<file path="src/door_rev_pkg.sv">
// constants, encodings and register map of the closing reversal manager
package door_rev_pkg;

   // clock and reversal hold time
   localparam int CLK_HZ  = 40_000_000;
   localparam int HOLD_MS = 500;
   localparam int HOLD_CYCLES_DEF = (CLK_HZ / 1000) * HOLD_MS;
   localparam int TW = 25;

   // forces in units of 0.1 N
   localparam int FW = 16;
   localparam logic [FW-1:0] F_STEP_UP   = 16'h003c;
   localparam logic [FW-1:0] F_STEP_DN   = 16'h0001;
   localparam logic [FW-1:0] F_SET_RST   = 16'h0514;
   localparam logic [FW-1:0] F_FLOOR_RST = 16'h044c;
   localparam logic [FW-1:0] F_CEIL_RST  = 16'h05dc;
   localparam logic [FW-1:0] F_FLOOR_MIN = 16'h0320;
   localparam logic [FW-1:0] F_MOTOR_DEF = 16'h07d0;

   // end-of-closing offset: percent setting, 0.1 mm per step of limit
   localparam logic [7:0]         OFS_RST   = 8'h6e;
   localparam logic signed [15:0] OFS_MID   = 16'sh0064;
   localparam logic signed [15:0] OFS_SCALE = 16'sh0002;

   typedef enum logic [1:0]
   {
      MODE_AUTO     = 2'b00,
      MODE_EXT_MOVE = 2'b01,
      MODE_EXT_PARK = 2'b10
   } rev_mode_e;

   typedef enum logic [1:0]
   {
      OUT_UNTIL_OPEN   = 2'b00,
      OUT_UNTIL_REOPEN = 2'b01,
      OUT_PULSE        = 2'b10
   } out_type_e;

   typedef enum logic [2:0]
   {
      S_IDLE   = 3'b000,
      S_AUTO   = 3'b001,
      S_WAIT   = 3'b010,
      S_REOPEN = 3'b011,
      S_SLOW   = 3'b100
   } rev_state_e;

   // register byte addresses
   localparam logic [7:0] A_CTRL   = 8'h00;
   localparam logic [7:0] A_FLOOR  = 8'h04;
   localparam logic [7:0] A_CEIL   = 8'h08;
   localparam logic [7:0] A_SETPT  = 8'h0c;
   localparam logic [7:0] A_OFFSET = 8'h10;
   localparam logic [7:0] A_STATUS = 8'h14;
   localparam logic [7:0] A_ISTAT  = 8'h18;
   localparam logic [7:0] A_IMASK  = 8'h1c;

   // control fields and reset values
   localparam int C_MODE_LSB = 0;
   localparam int C_TYPE_LSB = 2;
   localparam int C_TUNE_BIT = 4;
   localparam logic [1:0] MODE_RST = 2'b00;
   localparam logic [1:0] TYPE_RST = 2'b01;
   localparam logic       TUNE_RST = 1'b1;

   // interrupt bits
   localparam int IW = 3;
   localparam int I_REV  = 0;
   localparam int I_WARN = 1;
   localparam int I_FORC = 2;

endpackage

</file>
<file path="src/force_tune_if.sv">
// signals between the reversal manager and its force threshold tuner
`timescale 1ns/100ps
`default_nettype none
interface force_tune_if;
   import door_rev_pkg::*;
   logic          obstacle;
   logic          clean_close;
   logic          autotune_en;
   logic          set_wr;
   logic [FW-1:0] set_val;
   logic [FW-1:0] floor_val;
   logic [FW-1:0] ceil_val;
   logic [FW-1:0] threshold;
   modport mgr   (output obstacle, clean_close, autotune_en, set_wr, set_val, floor_val,
                  ceil_val, input threshold);
   modport tuner (input obstacle, clean_close, autotune_en, set_wr, set_val, floor_val,
                  ceil_val, output threshold);
endinterface
`default_nettype wire

</file>
<file path="src/door_reversal.sv">
// closing reversal manager: triggers, reversing indication, force limit, wishbone registers
`timescale 1ns/100ps
`default_nettype none
// Overview of operation
// - mode 00: reopen automatically, assert indication
// - mode 01: halt, indicate, await controller command
// - mode 02: also refuse closing when parked blocked
// - no open command in 0.5s: slow close, warn
// - type 00: indication until open command
// - type 01: indication until reopening finished
// - type 02: indication pulse of 0.5s
// - types 00/02 ignored in automatic mode
// - obstacle raises threshold 6N up to ceiling
// - clean closing lowers threshold 0.1N to floor
// - tuning off: threshold changes only on setpoint write
// - obstacle when force exceeds threshold; defaults
// - floor accepted from 80N to ceiling
// - force limiter masked near closed position
// - offset spans -20mm to +20mm
module door_reversal
   import door_rev_pkg::*;
#(
   parameter int            HOLD_CYCLES = HOLD_CYCLES_DEF,
   parameter logic [FW-1:0] MOTOR_MAX   = F_MOTOR_DEF
)
(
   // clock and reset
   input  wire logic          clk,
   input  wire logic          rstn,
   // wishbone slave
   input  wire logic          wb_cyc_i,
   input  wire logic          wb_stb_i,
   input  wire logic          wb_we_i,
   input  wire logic [7:0]    wb_adr_i,
   input  wire logic [31:0]   wb_dat_i,
   input  wire logic [3:0]    wb_sel_i,
   output var  logic [31:0]   wb_dat_o,
   output var  logic          wb_ack_o,
   // pins from the safety source and the lift main controller
   input  wire logic          ext_reverse_pin,
   input  wire logic          open_command_input,
   // drive state, same clock
   input  wire logic          closing_active,
   input  wire logic          opening_active,
   input  wire logic          parked_open,
   input  wire logic          reopen_done,
   input  wire logic          closing_done,
   input  wire logic [FW-1:0] closing_force,
   input  wire logic [15:0]   door_pos,
   // requests to the motion logic
   output var  logic          reopen_req,
   output var  logic          halt_req,
   output var  logic          slow_close_req,
   output var  logic          close_refuse,
   output var  logic          force_limiter_active,
   // indications
   output var  logic          reversing_indication_output,
   output var  logic          missing_reopen_warning,
   output var  logic          irq
);

   function automatic logic signed [15:0] mask_limit(input logic [7:0] pct);
      logic signed [15:0] d;
      logic signed [31:0] p;
      d = signed'({8'h00, pct}) - OFS_MID;
      p = d * OFS_SCALE;
      return p[15:0];
   endfunction

   // reset release and pin synchronisers
   logic       rst_meta_reg;
   logic       rst_n;
   logic [1:0] ext_sync_reg;
   logic [1:0] open_sync_reg;
   logic       ext_s;
   logic       open_s;

   always_ff @(posedge clk or negedge rstn)
   begin
      if (!rstn)
      begin
         rst_meta_reg <= 1'b0;
         rst_n        <= 1'b0;
      end
      else
      begin
         rst_meta_reg <= 1'b1;
         rst_n        <= rst_meta_reg;
      end
   end

   always_ff @(posedge clk or negedge rst_n)
   begin
      if (!rst_n)
      begin
         ext_sync_reg  <= 2'b00;
         open_sync_reg <= 2'b00;
      end
      else
      begin
         ext_sync_reg  <= {ext_sync_reg[0], ext_reverse_pin};
         open_sync_reg <= {open_sync_reg[0], open_command_input};
      end
   end
   assign ext_s  = ext_sync_reg[1];
   assign open_s = open_sync_reg[1];

   // configuration registers
   logic [1:0]    mode_reg;
   logic [1:0]    type_reg;
   logic          tune_reg;
   logic [FW-1:0] floor_reg;
   logic [FW-1:0] ceil_reg;
   logic [7:0]    ofs_reg;
   logic [IW-1:0] istat_reg;
   logic [IW-1:0] imask_reg;
   logic          wr_go;
   logic          rd_go;

   assign wr_go = wb_cyc_i && wb_stb_i && wb_ack_o && wb_we_i && (wb_sel_i != 4'h0);
   assign rd_go = wb_cyc_i && wb_stb_i && !wb_ack_o;

   force_tune_if tune ();

   always_ff @(posedge clk or negedge rst_n)
   begin
      if (!rst_n)
      begin
         mode_reg  <= MODE_RST;
         type_reg  <= TYPE_RST;
         tune_reg  <= TUNE_RST;
         floor_reg <= F_FLOOR_RST;
         ceil_reg  <= F_CEIL_RST;
         ofs_reg   <= OFS_RST;
         imask_reg <= '0;
      end
      else if (wr_go)
      begin
         case (wb_adr_i)
            A_CTRL:
            begin
               mode_reg <= wb_dat_i[C_MODE_LSB +: 2];
               type_reg <= wb_dat_i[C_TYPE_LSB +: 2];
               tune_reg <= wb_dat_i[C_TUNE_BIT];
            end
            A_FLOOR:
               if (wb_dat_i[FW-1:0] >= F_FLOOR_MIN && wb_dat_i[FW-1:0] <= ceil_reg)
                  floor_reg <= wb_dat_i[FW-1:0];
            A_CEIL:
               if (wb_dat_i[FW-1:0] >= floor_reg && wb_dat_i[FW-1:0] <= MOTOR_MAX)
                  ceil_reg <= wb_dat_i[FW-1:0];
            A_OFFSET:
               if (wb_dat_i[7:0] <= 8'(2 * OFS_MID))
                  ofs_reg <= wb_dat_i[7:0];
            A_IMASK:
               imask_reg <= wb_dat_i[IW-1:0];
            default:
               ;
         endcase
      end
   end

   // obstacle detection and trigger
   rev_state_e         state_reg;
   rev_state_e         state_next;
   logic               force_act;
   logic               force_trip;
   logic               trig;
   logic               park_block;
   logic               seen_reg;
   logic [TW-1:0]      wait_cnt;
   logic [TW-1:0]      pulse_cnt;
   logic               ind_reg;
   logic               ind_next;
   logic               ind_clr;
   out_type_e          eff_type;

   assign force_act  = closing_active && (signed'(door_pos) > mask_limit(ofs_reg));
   assign force_trip = force_act && (closing_force > tune.threshold);
   assign trig       = (state_reg == S_IDLE) && closing_active && !opening_active
                       && (ext_s || force_trip);
   assign park_block = (mode_reg == MODE_EXT_PARK) && parked_open && ext_s;

   always_ff @(posedge clk or negedge rst_n)
   begin
      if (!rst_n)
         seen_reg <= 1'b0;
      else if (closing_done || reopen_done)
         seen_reg <= 1'b0; // closing or reopening is over, next one starts clean
      else if (force_trip || trig)
         seen_reg <= 1'b1;
   end

   assign tune.obstacle    = trig && force_trip;
   assign tune.clean_close = closing_done && !seen_reg && (state_reg == S_IDLE);
   assign tune.autotune_en = tune_reg;
   assign tune.set_wr      = wr_go && (wb_adr_i == A_SETPT);
   assign tune.set_val     = wb_dat_i[FW-1:0];
   assign tune.floor_val   = floor_reg;
   assign tune.ceil_val    = ceil_reg;

   force_tuner u_tuner
   (
      .clk   (clk),
      .rst_n (rst_n),
      .t     (tune.tuner)
   );

   // reversal sequence
   always_comb
   begin
      state_next = state_reg;
      case (state_reg)
         S_IDLE:
            if (trig)
               state_next = (mode_reg == MODE_AUTO) ? S_AUTO : S_WAIT;
         S_AUTO:
            if (reopen_done)
               state_next = S_IDLE;
         S_WAIT:
            if (open_s)
               state_next = S_REOPEN;
            else if (wait_cnt == TW'(HOLD_CYCLES - 1))
               state_next = S_SLOW;
         S_REOPEN:
            if (reopen_done)
               state_next = S_IDLE;
         S_SLOW:
            if (open_s)
               state_next = S_REOPEN;
            else if (closing_done)
               state_next = S_IDLE;
         default:
            state_next = S_IDLE;
      endcase
   end

   always_ff @(posedge clk or negedge rst_n)
   begin
      if (!rst_n)
         wait_cnt <= '0;
      else if (state_reg == S_WAIT)
         wait_cnt <= wait_cnt + 1'b1;
      else
         wait_cnt <= '0;
   end

   always_ff @(posedge clk or negedge rst_n)
   begin
      if (!rst_n)
      begin
         state_reg              <= S_IDLE;
         reopen_req             <= 1'b0;
         halt_req               <= 1'b0;
         slow_close_req         <= 1'b0;
         missing_reopen_warning <= 1'b0;
      end
      else
      begin
         state_reg              <= state_next;
         reopen_req             <= (state_next == S_AUTO) || (state_next == S_REOPEN);
         halt_req               <= (state_next == S_WAIT);
         slow_close_req         <= (state_next == S_SLOW);
         missing_reopen_warning <= (state_reg == S_WAIT) && (state_next == S_SLOW);
      end
   end

   // reversing indication
   assign eff_type = (mode_reg == MODE_AUTO || type_reg == 2'b11) ? OUT_UNTIL_REOPEN
                     : out_type_e'(type_reg);

   always_comb
   begin
      case (eff_type)
         OUT_UNTIL_OPEN:
            ind_clr = open_s;
         OUT_PULSE:
            ind_clr = (pulse_cnt == TW'(HOLD_CYCLES - 1));
         default:
            ind_clr = (state_reg != S_IDLE) && (state_next == S_IDLE);
      endcase
      ind_next = trig || (ind_reg && !ind_clr);
   end

   always_ff @(posedge clk or negedge rst_n)
   begin
      if (!rst_n)
         pulse_cnt <= '0;
      else if (trig || !ind_reg)
         pulse_cnt <= '0;
      else
         pulse_cnt <= pulse_cnt + 1'b1;
   end

   always_ff @(posedge clk or negedge rst_n)
   begin
      if (!rst_n)
      begin
         ind_reg                     <= 1'b0;
         reversing_indication_output <= 1'b0;
         close_refuse                <= 1'b0;
         force_limiter_active        <= 1'b0;
      end
      else
      begin
         ind_reg                     <= ind_next;
         reversing_indication_output <= ind_next || park_block;
         close_refuse                <= park_block;
         force_limiter_active        <= force_act;
      end
   end

   // interrupts: sticky events, write one to clear, set wins
   logic [IW-1:0] ev;
   logic [IW-1:0] clr;
   assign ev  = {tune.obstacle, (state_reg == S_WAIT) && (state_next == S_SLOW), trig};
   assign clr = (wr_go && wb_adr_i == A_ISTAT) ? wb_dat_i[IW-1:0] : '0;

   always_ff @(posedge clk or negedge rst_n)
   begin
      if (!rst_n)
      begin
         istat_reg <= '0;
         irq       <= 1'b0;
      end
      else
      begin
         istat_reg <= ev | (istat_reg & ~clr);
         irq       <= |((ev | (istat_reg & ~clr)) & imask_reg);
      end
   end

   // bus answer: one wait state, unmapped reads return zero
   always_ff @(posedge clk or negedge rst_n)
   begin
      if (!rst_n)
      begin
         wb_ack_o <= 1'b0;
         wb_dat_o <= '0;
      end
      else
      begin
         wb_ack_o <= rd_go;
         if (rd_go)
         begin
            case (wb_adr_i)
               A_CTRL:   wb_dat_o <= {27'h0, tune_reg, type_reg, mode_reg};
               A_FLOOR:  wb_dat_o <= {16'h0, floor_reg};
               A_CEIL:   wb_dat_o <= {16'h0, ceil_reg};
               A_SETPT:  wb_dat_o <= {16'h0, tune.threshold};
               A_OFFSET: wb_dat_o <= {24'h0, ofs_reg};
               A_STATUS: wb_dat_o <= {tune.threshold, 9'h0, state_reg, 2'h0, park_block, ind_reg};
               A_ISTAT:  wb_dat_o <= {29'h0, istat_reg};
               A_IMASK:  wb_dat_o <= {29'h0, imask_reg};
               default:  wb_dat_o <= '0;
            endcase
         end
      end
   end
endmodule
`default_nettype wire

</file>
<file path="src/force_tuner.sv">
// closing force threshold with auto-tuning between floor and ceiling
`timescale 1ns/100ps
`default_nettype none
module force_tuner
   import door_rev_pkg::*;
(
   // clock and synchronised reset
   input wire logic   clk,
   input wire logic   rst_n,
   // manager side
   force_tune_if.tuner t
);

   function automatic logic [FW-1:0] clamp(input logic [FW:0] v, input logic [FW-1:0] lo,
                                           input logic [FW-1:0] hi);
      logic [FW-1:0] r;
      r = v[FW-1:0];
      if (v > {1'b0, hi})
         r = hi;
      else if (v < {1'b0, lo})
         r = lo;
      return r;
   endfunction

   logic [FW-1:0] thr_reg;
   assign t.threshold = thr_reg;

   always_ff @(posedge clk or negedge rst_n)
   begin
      if (!rst_n)
         thr_reg <= F_SET_RST;
      else if (t.set_wr)
         thr_reg <= clamp({1'b0, t.set_val}, t.floor_val, t.ceil_val);
      else if (t.autotune_en && t.obstacle)
         thr_reg <= clamp({1'b0, thr_reg} + {1'b0, F_STEP_UP}, F_STEP_DN, t.ceil_val);
      else if (t.autotune_en && t.clean_close && thr_reg > t.floor_val)
         thr_reg <= thr_reg - F_STEP_DN;
   end
endmodule
`default_nettype wire

</file>
<file path="config.mk">
export PLATFORM = sky130hd
export DESIGN_NAME = door_reversal
export DESIGN_NICKNAME = d
export VERILOG_FILES = /design/src/door_rev_pkg.sv /design/src/force_tune_if.sv /design/src/door_reversal.sv /design/src/force_tuner.sv
export SDC_FILE = /design/constraint.sdc
export NUM_CORES = 1
export LEC_CHECK = 0
export BUFFER_PORTS_ARGS = -buffer_cell sky130_fd_sc_hd__buf_2
export CORE_MARGIN = 3
export CORE_UTILIZATION = 55
export DETAILED_ROUTE_END_ITERATION = 10
export PLACE_DENSITY = 0.76
export SYNTH_ARGS = -nofsm -noshare
export SYNTH_HDL_FRONTEND = slang
export SYNTH_SLANG_ARGS = --single-unit
</file>
<file path="constraint.sdc">
create_clock -name clk -period 15.1 [get_ports clk]
set_clock_uncertainty 0.1 [all_clocks]
set_input_delay 2.265 -clock clk [delete_from_list [all_inputs] [get_ports clk]]
set_output_delay 2.265 -clock clk [all_outputs]
set_load 0.03 [all_outputs]
</file>
==> metrics.cfg, run 1 <==
[timing]
finalSetupViolCount = 0
tns_ns = 0
hold_viol = 0
min_period_ns = 5.275
worst_slew_pin_slew_ns = 1.052
fmax_ghz = 0.1896
drv_slew = 0
fin_crit_sh_pct = 34.93
rsz0062_at_grt = false
max_slew_margin_pct = 29.82

[pwr]
p_leak_nw = 5.554
power_density_nw_per_um2 = 86.88
peakVddDrop_mv = 0.06428

[detailed_routing]
vias_per_cell = 6.131
via_count = 9614
totalWireLength_um = 30410
wl_per_cell_um = 19.39
drt-pass1-iter-count = 6
first_iter_violations = 1050
drc = 0
ant_nets = 0

[yosys]
synth.yosys.seq_area_share_pct = 38.69
ys_ff_latch = 169
syn_nets = 1386
ys_types = 84
synth.largest_area_cell = dfrtp_1
synth_top_area_share_pct = 33.43
synth.area.top_cells = dfrtp_1, ha_1, dfstp_2
synth.avg_cell_area_um2 = 9.185
synth_edf_count = 0
netlist_area_um2 = 11000
synth-async-reset-ratio_pct = 100.0
synth_most_common_cell = nand2_1
dominantRegCellSynth = dfrtp_1
synth_common_cells = nand2_1, dfrtp_1, nor2_1
synth_cells = 1198
synth.yosys.warnings = 0

[floorplanning]
ioPinCount = 129
rows = 51
die_h_um = 147.4
die_x_um = 147.4
coreArea_um2 = 19590
start_util_pct = 56.17
dieArea_um2 = 21740

[cells_and_area]
fin_nets = 1478
fillers = 1687
stdcell_area_um2 = 12300
largest_reg_flops = 32
regMostFlops = wb_dat_o
area_delta_synth_final_pct = 11.76
drive_above_1_share_pct = 18.42
reg_top3 = wb_dat_o x32, pulse_cnt x25, wait_cnt x25
n_antenna_cell = 0
register_area_um2 = 4260
multiInputGateArea_um2 = 6264

[critical_path]
reg2reg_to = u_tuner.t.threshold[4]
slowest_stage = nand2b_1
critPathMaxFanout = 25
r2r_slack_ns = 10.07
crit-reg2reg-launch = u_tuner.t.threshold[2]
cp-start-kind = input pin
end_kind = flip-flop
critical-path-top-delay-family = simple AND/OR/NAND/NOR gates
worst-r2r-cell-count = 17
crit_buf_inv = 1
crit_required_ns = 15.27
crit_type = in2reg
cp.arrival_ns = 5.45
cpPeakStageDelay_ns = 0.81
crit_chain = buf_2 > ha_1 > nand4_1 > nor3_2 > o31ai_1 > a221oi_2 > nand2_2 > a21oi_2 > nand2b_1 > nor2_1

[cts]
hold_buffers = 0
cts_buffers = 17
cts_tree = yes
postCtsSetupRepairBufs = 0
clock_path_buffers = 2
cts.clk_slew.worst_paths_ns = 0.07
clk_latency_ns = 0.44
cts.sinks = 169
cts-htree-levels = 4
cts-root-buf = clkbuf_16
cts_resized = 0

[place]
dpl_cell_area_um2 = 11720
gp_congestion = 0.9540
hpwlAfterDp_um = 22560
portBuffers = 112

[global_routing]
grt_max_degree = 79
antenna_found_initial = 0
track_usage_pct = 28.23
grt_overflow = 0
grt_pass1_vias = 9395
grt_pass1_wl_um = 49230

[status]
status = complete, no violations

[flow_run]
maxCapViolations = 0

[min_path]
worstHoldPathType = reg2async

==> worst max path at each step <==
stage / startpoint / end / depth (start not counted)
2_1_floorplan: rst_n / ceil_reg[0] / 0
3_3_place_gp: door_pos[15] / pulse_cnt[2] / 10
3_5_place_dp: door_pos[15] / pulse_cnt[5] / 10
4_1_cts: door_pos[15] / pulse_cnt[5] / 10
5_1_grt: door_pos[15] / pulse_cnt[22] / 10
6_report: door_pos[15] / pulse_cnt[5] / 10
==> cell type report <==
type	instances	share of cell area, %
clock buffers	19	3.602
clock inverters	13	1.058
inverters	68	2.076
multi-input cells	915	50.94
flip-flops and latches	169	34.65
well taps	265	2.696
repair buffers	119	4.986
==> report_power, final <==
part           switching, W  total (W)  internal, W
logic              0.000100   0.000149    0.0000487
clock network      0.000205   0.000428     0.000223
registers         0.0000194   0.000492     0.000472
==> per-stage QoR <==
step | total power, W | hold slack [ns] | setup slack, ns | instances | util (%)
2_1_floorplan | 0.0005995 | 0.2312 | 9.981 | 1198 | -
3_3_place_gp | 0.0006448 | 0.1490 | 9.513 | 1536 | 59.85
3_5_place_dp | 0.0006480 | 0.1517 | 9.445 | 1536 | 59.85
4_1_cts | 0.001071 | 0.1592 | 9.888 | 1568 | 62.77
5_1_grt | 0.001111 | 0.1907 | 9.736 | 1568 | 62.77
6_report | 0.001068 | 0.1426 | 9.825 | 1568 | 62.77
==> layer usage <==
layer / wire [um] / share of wire (%) / vias to the layer above / GRT usage (%)
li1: - / - / 4546 / -
met3: 2305 / 7.6 / 62 / 5.242
met1: 13320 / 44 / 4612 / 39.64
met5: 0 / 0 / - / 0
met4: 663 / 2.2 / 0 / 8.248
met2: 14110 / 46 / 394 / 45.07
==> cells by family (layout without fill, tap and decap cells) <==
| logic type | Yosys count | count (layout) | synth area share, % |
|---|---|---|---|
| other cells | 1 | 1 | 0.03408 |
| flops | 169 | 169 | 38.69 |
| compound gates | 266 | 266 | 16.37 |
| xor+xnor | 60 | 60 | 4.776 |
| mux | 37 | 37 | 3.684 |
| fa+ha+maj | 100 | 100 | 11.37 |
| buf+inv | 114 | 219 | 4.480 |
| simple gates | 451 | 451 | 20.59 |
==> layout by cell type, fill, tap and decap left out, types with 8 or more instances in the layout <==
| cell | n |
|---|---|
| dfrtp_1 | 146 |
| mux2i_1 | 9 |
| a21oi_1 | 51 |
| or3_1 | 11 |
| ha_1 | 100 |
| a22oi_1 | 10 |
| o21ai_0 | 57 |
| a221oi_1 | 10 |
| o22ai_1 | 8 |
| nor3_1 | 19 |
| nand3_1 | 47 |
| xor2_1 | 26 |
| a211oi_1 | 9 |
| inv_1 | 66 |
| clkbuf_16 | 17 |
| mux2_2 | 27 |
| nand4_1 | 28 |
| buf_2 | 112 |
| o211ai_1 | 19 |
| dfstp_2 | 22 |
| and3_1 | 14 |
| nor4_1 | 12 |
| xnor2_1 | 34 |
| nand2_1 | 151 |
| a222oi_1 | 15 |
| o21ai_1 | 15 |
| nor2_1 | 107 |
| a31oi_1 | 13 |
No activity file was read; power rests on OpenSTA's default activity.
==> run 2: changes to the inputs <==
--- a/config.mk
+++ b/config.mk
@@ -5,11 +5,12 @@
 export SDC_FILE = /design/constraint.sdc
 export NUM_CORES = 1
 export LEC_CHECK = 0
+export ABC_AREA = 1
 export BUFFER_PORTS_ARGS = -buffer_cell sky130_fd_sc_hd__buf_2
 export CORE_MARGIN = 3
-export CORE_UTILIZATION = 55
+export CORE_UTILIZATION = 54
 export DETAILED_ROUTE_END_ITERATION = 10
-export PLACE_DENSITY = 0.76
+export PLACE_DENSITY = 0.77
 export SYNTH_ARGS = -nofsm -noshare
 export SYNTH_HDL_FRONTEND = slang
 export SYNTH_SLANG_ARGS = --single-unit
==> constraint.sdc (replaced) <==
create_clock -name clk -period 4.8 [get_ports clk]
set_clock_uncertainty 0.1 [all_clocks]
set_input_delay 0.72 -clock clk [delete_from_list [all_inputs] [get_ports clk]]
set_output_delay 0.72 -clock clk [all_outputs]
set_load 0.03 [all_outputs]
==> metrics.cfg, run 2 <==
[yosys]
synth.yosys.warnings = 0  ; unchanged
synth-async-reset-ratio_pct = 100.0  ; unchanged
dominantRegCellSynth = dfrtp_1
synth.yosys.seq_area_share_pct = 37.22  ; -1.5 points
synth_edf_count = 0  ; unchanged
synth.area.top_cells = dfrtp_1, ha_1, nand2_1
netlist_area_um2 = 11440  ; +3.9%
synth.avg_cell_area_um2 = 7.743  ; -16%
ys_types = 58  ; -31%
synth_common_cells = nand2_1, inv_1, nor2_1
synth_cells = 1477  ; +23%
synth.largest_area_cell = dfrtp_1
synth_top_area_share_pct = 32.17  ; -1.3 points
synth_most_common_cell = nand2_1
ys_ff_latch = 169  ; unchanged
syn_nets = 1665  ; +20%

[detailed_routing]
first_iter_violations = 1128  ; +7.4%
drc = 0  ; unchanged
wl_per_cell_um = 16.68  ; -14%
drt-pass1-iter-count = 6  ; unchanged
totalWireLength_um = 31010  ; +2.0%
vias_per_cell = 5.749  ; -6.2%
via_count = 10690  ; +11%
ant_nets = 0  ; unchanged

[timing]
rsz0062_at_grt = false
fmax_ghz = 0.2500
worst_slew_pin_slew_ns = 1.115  ; +0.06324 ns
fin_crit_sh_pct = 83.34
finalSetupViolCount = 0  ; unchanged
drv_slew = 0  ; unchanged
hold_viol = 0  ; unchanged
tns_ns = 0  ; unchanged
max_slew_margin_pct = 25.51  ; -4.3 points
min_period_ns = 4.001

[critical_path]
crit_chain = inv_2 > ha_1 > nand2_2 > nand2_2 > nor2_4 > nand2_1 > nor2_1 > xor2_1 > inv_1 > ha_1 > nor4b_1 > nand3_1 > nand2_4 > inv_2 > nor2_2 > nor2_2 > nand3_1 > nand2_1
cp-start-kind = flip-flop
critPathLaunch = u_tuner.t.threshold[2]
reg2reg_to = u_tuner.t.threshold[0]
crit_type = reg2reg
r2r_slack_ns = 0.80  ; -9.27 ns
cpPeakStageDelay_ns = 0.58  ; -0.23 ns
crit_buf_inv = 3  ; +2
crit-reg2reg-launch = u_tuner.t.threshold[2]
worst-r2r-cell-count = 18  ; +1
critical-path-top-delay-family = simple AND/OR/NAND/NOR gates
slowest_stage = dfstp_2
crit_required_ns = 5.03  ; -10.24 ns
cp.arrival_ns = 4.23  ; -1.22 ns
critPathMaxFanout = 15  ; -40%
end_kind = flip-flop

[cells_and_area]
fillers = 1827  ; +8.3%
n_antenna_cell = 0  ; unchanged
fin_util_pct = 62.41  ; -0.37 points
largest_reg_flops = 32  ; unchanged
drive_above_1_share_pct = 15.80  ; -2.6 points
reg_top3 = wb_dat_o x32, pulse_cnt x25, wait_cnt x25
mostFrequentLayoutCell = nand2_1
layout_common_cells = nand2_1, inv_1, nor2_1
fin_nets = 1764  ; +19%
area_delta_synth_final_pct = 11.84  ; about the same
regMostFlops = wb_dat_o
instances_no_fill = 1859  ; +19%

[place]
hpwlAfterDp_um = 23560  ; +4.4%
portBuffers = 112  ; unchanged
place_inst = 1826  ; +19%
gp_congestion = 0.9787  ; +2.6%

[cts]
cts-htree-levels = 4  ; unchanged
cts-root-buf = clkbuf_16
cts.clk_slew.worst_paths_ns = 0.07  ; about the same
clk_latency_ns = 0.45  ; about the same
cts_buffers = 17  ; unchanged
clock_path_buffers = 2  ; unchanged
cts.sinks = 169  ; unchanged
cts_tree = yes
cts_resized = 0  ; unchanged
postCtsSetupRepairBufs = 0  ; unchanged
hold_buffers = 1  ; +1

[min_path]
hold-path-endpoint = ext_sync_reg[1]
holdPathStages = 0
worstHoldPathType = reg2reg
min_from = ext_sync_reg[0]

[pwr]
seq_power_share_pct = 45.4  ; -0.6 points
peakVddDrop_mv = 0.2525  ; +290%
p_leak_nw = 6.066  ; +9.2%
pwr-share-clk_pct = 39.9  ; about the same
internal_power_w = 0.002321  ; +210%
power_density_nw_per_um2 = 261.4  ; +200%
finalPower_w = 0.003343  ; +210%
p_comb_share_pct = 14.8  ; +0.9 points
switching_power_w = 0.001023  ; +210%
swShare_pct = 30.59  ; +0.18 points

[global_routing]
track_usage_pct = 27.36  ; -0.87 points
grt_max_degree = 93  ; +18%
grt_pass1_wl_um = 49570  ; +0.69%
grt_pass1_vias = 9888  ; +5.2%
grt_overflow = 0  ; unchanged
antenna_found_initial = 0  ; unchanged

[status]
status = complete, no violations

[floorplanning]
die_x_um = 151.5  ; +2.8%
coreArea_um2 = 20490  ; +4.6%
start_util_pct = 55.80  ; -0.37 points
dieArea_um2 = 22960  ; +5.6%
die_h_um = 151.5  ; +2.8%
ioPinCount = 129  ; unchanged
rows = 52  ; +2.0%

[flow_run]
maxCapViolations = 0  ; unchanged

run 2: cell types whose count changed after synthesis, moves of 13 or more:
cell	change
nor2_1	+52
nor3_1	+20
nand3_1	+32
xnor2_1	-28
a21oi_1	+42
o211ai_1	-14
mux2_2	-27
o31ai_1	+15
nand2_1	+135
a222oi_1	-15
inv_1	+93
o21ai_0	+40
inv_2	+13
run 2: worst register-to-register path: stages (launching register included):
cell and delay (ns):
dfstp_2 0.58, inv_2 0.11, ha_1 0.30, nand2_2 0.11, nand2_2 0.07, nor2_4 0.16
nand2_1 0.12, nor2_1 0.18, xor2_1 0.17, inv_1 0.07, ha_1 0.30, nor4b_1 0.29
nand3_1 0.49, nand2_4 0.37, inv_2 0.12, nor2_2 0.13, nor2_2 0.06, nand3_1 0.10
nand2_1 0.06
run 2: through the flow:
| stage | hold WS, ns | area [um^2] | setup slack [ns] |
|---|---|---|---|
| finish | 0.2491 | 12790 | 0.7994 |
| global route | 0.2509 | 12790 | 0.5920 |
| CTS | 0.2478 | 12790 | 0.9258 |
| detailed placement | 0.2347 | 12220 | 0.9646 |
| global placement | 0.2339 | 12220 | 1.044 |
| floorplan | 0.2311 | 11440 | 1.501 |
run 2: worst max-delay path by stage:
stage	endpoint	slack [ns]	depth (start not counted)
floorplan	u_tuner.t.threshold[5]	1.50	21
global placement	u_tuner.t.threshold[0]	1.04	18
detailed placement	u_tuner.t.threshold[0]	0.96	18
CTS	u_tuner.t.threshold[0]	0.93	18
global route	u_tuner.t.threshold[1]	0.59	19
finish	u_tuner.t.threshold[0]	0.80	18
run 2: final cells by class:
| class | instances | area, um^2 | share of cell area (%) |
|---|---|---|---|
| multi-input cells | 1093 | 6344 | 49.60 |
| flip-flops and latches | 169 | 4260 | 33.31 |
| inverters | 177 | 665.6 | 5.204 |
| repair buffers | 118 | 620.6 | 4.852 |
| clock buffers | 18 | 429.2 | 3.356 |
| well taps | 270 | 337.8 | 2.641 |
| clock inverters | 14 | 132.6 | 1.037 |
run 2: metal layers:
layer | GRT usage [%] | up-vias | share of wire [%] | wire [um]
met2 | 41.63 | 429 | 44 | 13580
li1 | - | 5169 | - | -
met5 | 0 | - | 0 | 0
met3 | 5.354 | 62 | 8.2 | 2554
met4 | 8.446 | 0 | 2.4 | 750
met1 | 39.61 | 5027 | 46 | 14120
run 2: power groups by stage:
stage	clock network [W]	logic, W	registers [W]
floorplan	0	0.000314	0.00157
global placement	0	0.000476	0.00154
detailed placement	0	0.000490	0.00154
CTS	0.00135	0.000493	0.00152
global route	0.00141	0.000564	0.00153
finish	0.00133	0.000493	0.00152
run 2: cells by family after synthesis:
family	share of synthesized area, %
AND/OR/NAND/NOR	27.18
AO/OA/AOI/OAI	14.79
buffers and inverters	7.462
flip-flops	37.22
adder cells (fa/ha/maj)	10.94
XOR/XNOR	2.374
other	0.03279
==> run 3: changes to the inputs <==
==> constraint.sdc (replaced) <==
create_clock -name clk -period 3.6 [get_ports clk]
set_clock_uncertainty 0.1 [all_clocks]
set_input_delay 0.54 -clock clk [delete_from_list [all_inputs] [get_ports clk]]
set_output_delay 0.54 -clock clk [all_outputs]
set_load 0.03 [all_outputs]
==> metrics.cfg, run 3 (synthesis results as in run 2) <==
[global_routing]
track_usage_pct = 27.73  ; +0.38 points
grt_overflow = 0  ; unchanged
grt_pass1_vias = 9954  ; +0.67%
grt_pass1_wl_um = 49870  ; +0.61%
antenna_found_initial = 0  ; unchanged
grt_max_degree = 66  ; -29%

[cells_and_area]
fin_util_pct = 63.79  ; +1.4 points
mostFrequentLayoutCell = nand2_1
fillers = 1784  ; -2.4%
n_antenna_cell = 0  ; unchanged
reg_top3 = wb_dat_o x32, pulse_cnt x25, wait_cnt x25
fin_nets = 1789  ; +1.4%
layout_common_cells = nand2_1, inv_1, nor2_1
largest_reg_flops = 32  ; unchanged
area_delta_synth_final_pct = 14.31
regMostFlops = wb_dat_o
instances_no_fill = 1884  ; +1.3%
drive_above_1_share_pct = 17.78  ; +2.0 points
multiInputGateArea_um2 = 6405  ; +0.97%
register_area_um2 = 4260  ; unchanged

[critical_path]
cpPeakStageDelay_ns = 0.60  ; +0.02 ns
cp.arrival_ns = 3.66  ; -0.57 ns
crit_chain = inv_4 > ha_2 > nand2_2 > nand2_2 > nor2_4 > nand3_1 > xor2_2 > ha_1 > a21oi_1 > nor2_1 > a211oi_1 > nor2_2 > nor2_4 > nand3_4 > buf_6 > nand3_1 > nand3_1 > nand3_1 > a21oi_1
end_kind = flip-flop
crit_type = reg2reg
worst-r2r-cell-count = 19  ; +1
cp-start-kind = flip-flop
slowest_stage = dfstp_2
crit_required_ns = 3.82  ; -1.21 ns
critPathMaxFanout = 12  ; -3
crit_top_cell = nand3_1

[timing]
fin_crit_sh_pct = 95.73  ; +12 points
finalSetupViolCount = 0  ; unchanged
max_slew_margin_pct = 21.60  ; -3.9 points
worst_slew_pin_slew_ns = 1.173  ; +0.05850 ns
hold_viol = 0  ; unchanged
fmax_ghz = 0.2902  ; +16%
tns_ns = 0  ; unchanged
min_period_ns = 3.446  ; -0.5543 ns
drv_slew = 0  ; unchanged

[detailed_routing]
totalWireLength_um = 31910  ; +2.9%
vias_per_cell = 5.795  ; +0.80%
drc = 0  ; unchanged
drt-pass1-iter-count = 5  ; -1
first_iter_violations = 1080  ; -4.3%
ant_nets = 0  ; unchanged
wl_per_cell_um = 16.94  ; +1.5%
via_count = 10920  ; +2.2%

[place]
gp_congestion = 0.9726  ; -0.62%
portBuffers = 112  ; unchanged
place_inst = 1847  ; +1.2%
hpwlAfterDp_um = 24440  ; +3.7%

[cts]
cts_buffers = 17  ; unchanged
cts_tree = yes
cts.clk_slew.worst_paths_ns = 0.07  ; about the same
cts.sinks = 169  ; unchanged
cts-htree-levels = 4  ; unchanged
cts-root-buf = clkbuf_16
clock_path_buffers = 2  ; unchanged
clk_latency_ns = 0.44  ; about the same

[pwr]
pwr-share-clk_pct = 39.6  ; -0.3 points
switching_power_w = 0.001366  ; +34%
swShare_pct = 30.36  ; -0.23 points
power_density_nw_per_um2 = 344.1  ; +32%
seq_power_share_pct = 44.9  ; -0.5 points
internal_power_w = 0.003132  ; +35%
p_leak_nw = 6.217  ; +2.5%
p_comb_share_pct = 15.4  ; +0.6 points
peakVddDrop_mv = 0.3181  ; +26%

[floorplanning]
coreArea_um2 = 20490  ; unchanged
die_h_um = 151.5  ; unchanged
ioPinCount = 129  ; unchanged
start_util_pct = 55.80  ; unchanged
dieArea_um2 = 22960  ; unchanged
die_x_um = 151.5  ; unchanged
rows = 52  ; unchanged

[status]
status = complete, no violations

[min_path]
holdPathStages = 1  ; +1
worstHoldPathType = in2reg

[flow_run]
maxCapViolations = 0  ; unchanged

run 3: power groups by stage:
stage	clock network, W	logic (W)	registers, W
final	0.00178	0.000695	0.00202
after global routing	0.00189	0.000780	0.00203
after CTS	0.00180	0.000687	0.00202
after detailed placement	0	0.000684	0.00206
after global placement	0	0.000662	0.00205
after floorplan	0	0.000419	0.00209
run 3: worst paths after layout:
kind / startpoint / end / slack [ns]
worst max-delay path: u_tuner.t.threshold[2] / u_tuner.t.threshold[7] / 0.15
worst min-delay path: open_command_input / open_sync_reg[0] / 0.11
worst max register to register: u_tuner.t.threshold[2] / u_tuner.t.threshold[7] / 0.15
worst min register to register: open_sync_reg[0] / open_sync_reg[1] / 0.24
max in group asynchronous: rst_n / wb_dat_o[26] / 2.08
min in group asynchronous: rstn / rst_n / 0.33
run 3: critical path, delay by kind of cell, from the launching register on:
family	cells	cell delay [ns]
buf+inv	2	0.26
flops	1	0.60
simple gates	11	1.11
compound gates	3	0.49
xor+xnor	1	0.22
fa+ha+maj	2	0.53
run 3: final cells by class:
| type | instances | share of cell area, % |
|---|---|---|
| inverter | 177 | 5.130 |
| clock buffer | 18 | 3.360 |
| timing repair buffer | 143 | 6.336 |
| sequential | 169 | 32.59 |
| multi-input combinational | 1093 | 49.00 |
| tap | 270 | 2.584 |
| clock inverter | 14 | 1.005 |
run 3: repair_timing:
action,4_1_cts,5_1_grt
hold endpoints to repair,2,0
buffers inserted,0,4
hold buffers,1,0
setup endpoints to repair,0,37
resized for setup,0,18
run 3: metal layers:
metal / track usage [%] / vias to the layer above / wire [um]
met1: 39.71 / 5105 / 14070
met5: 0 / - / 0
met3: 5.175 / 78 / 2871
met4: 8.580 / 0 / 867
met2: 42.92 / 510 / 14100
li1: - / 5224 / -
run 3: per-stage QoR:
stage,hold WS [ns],worst slack [ns],total power (W),area (um^2)
2_1_floorplan,0.1444,0.3014,0.002510,11440
3_3_place_gp,0.2254,0.1496,0.002715,12390
3_5_place_dp,0.2285,0.07069,0.002739,12390
4_1_cts,0.1007,0.02575,0.004512,12970
5_1_grt,0.1132,-0.003427,0.004702,13070
6_report,0.1096,0.1538,0.004498,13070
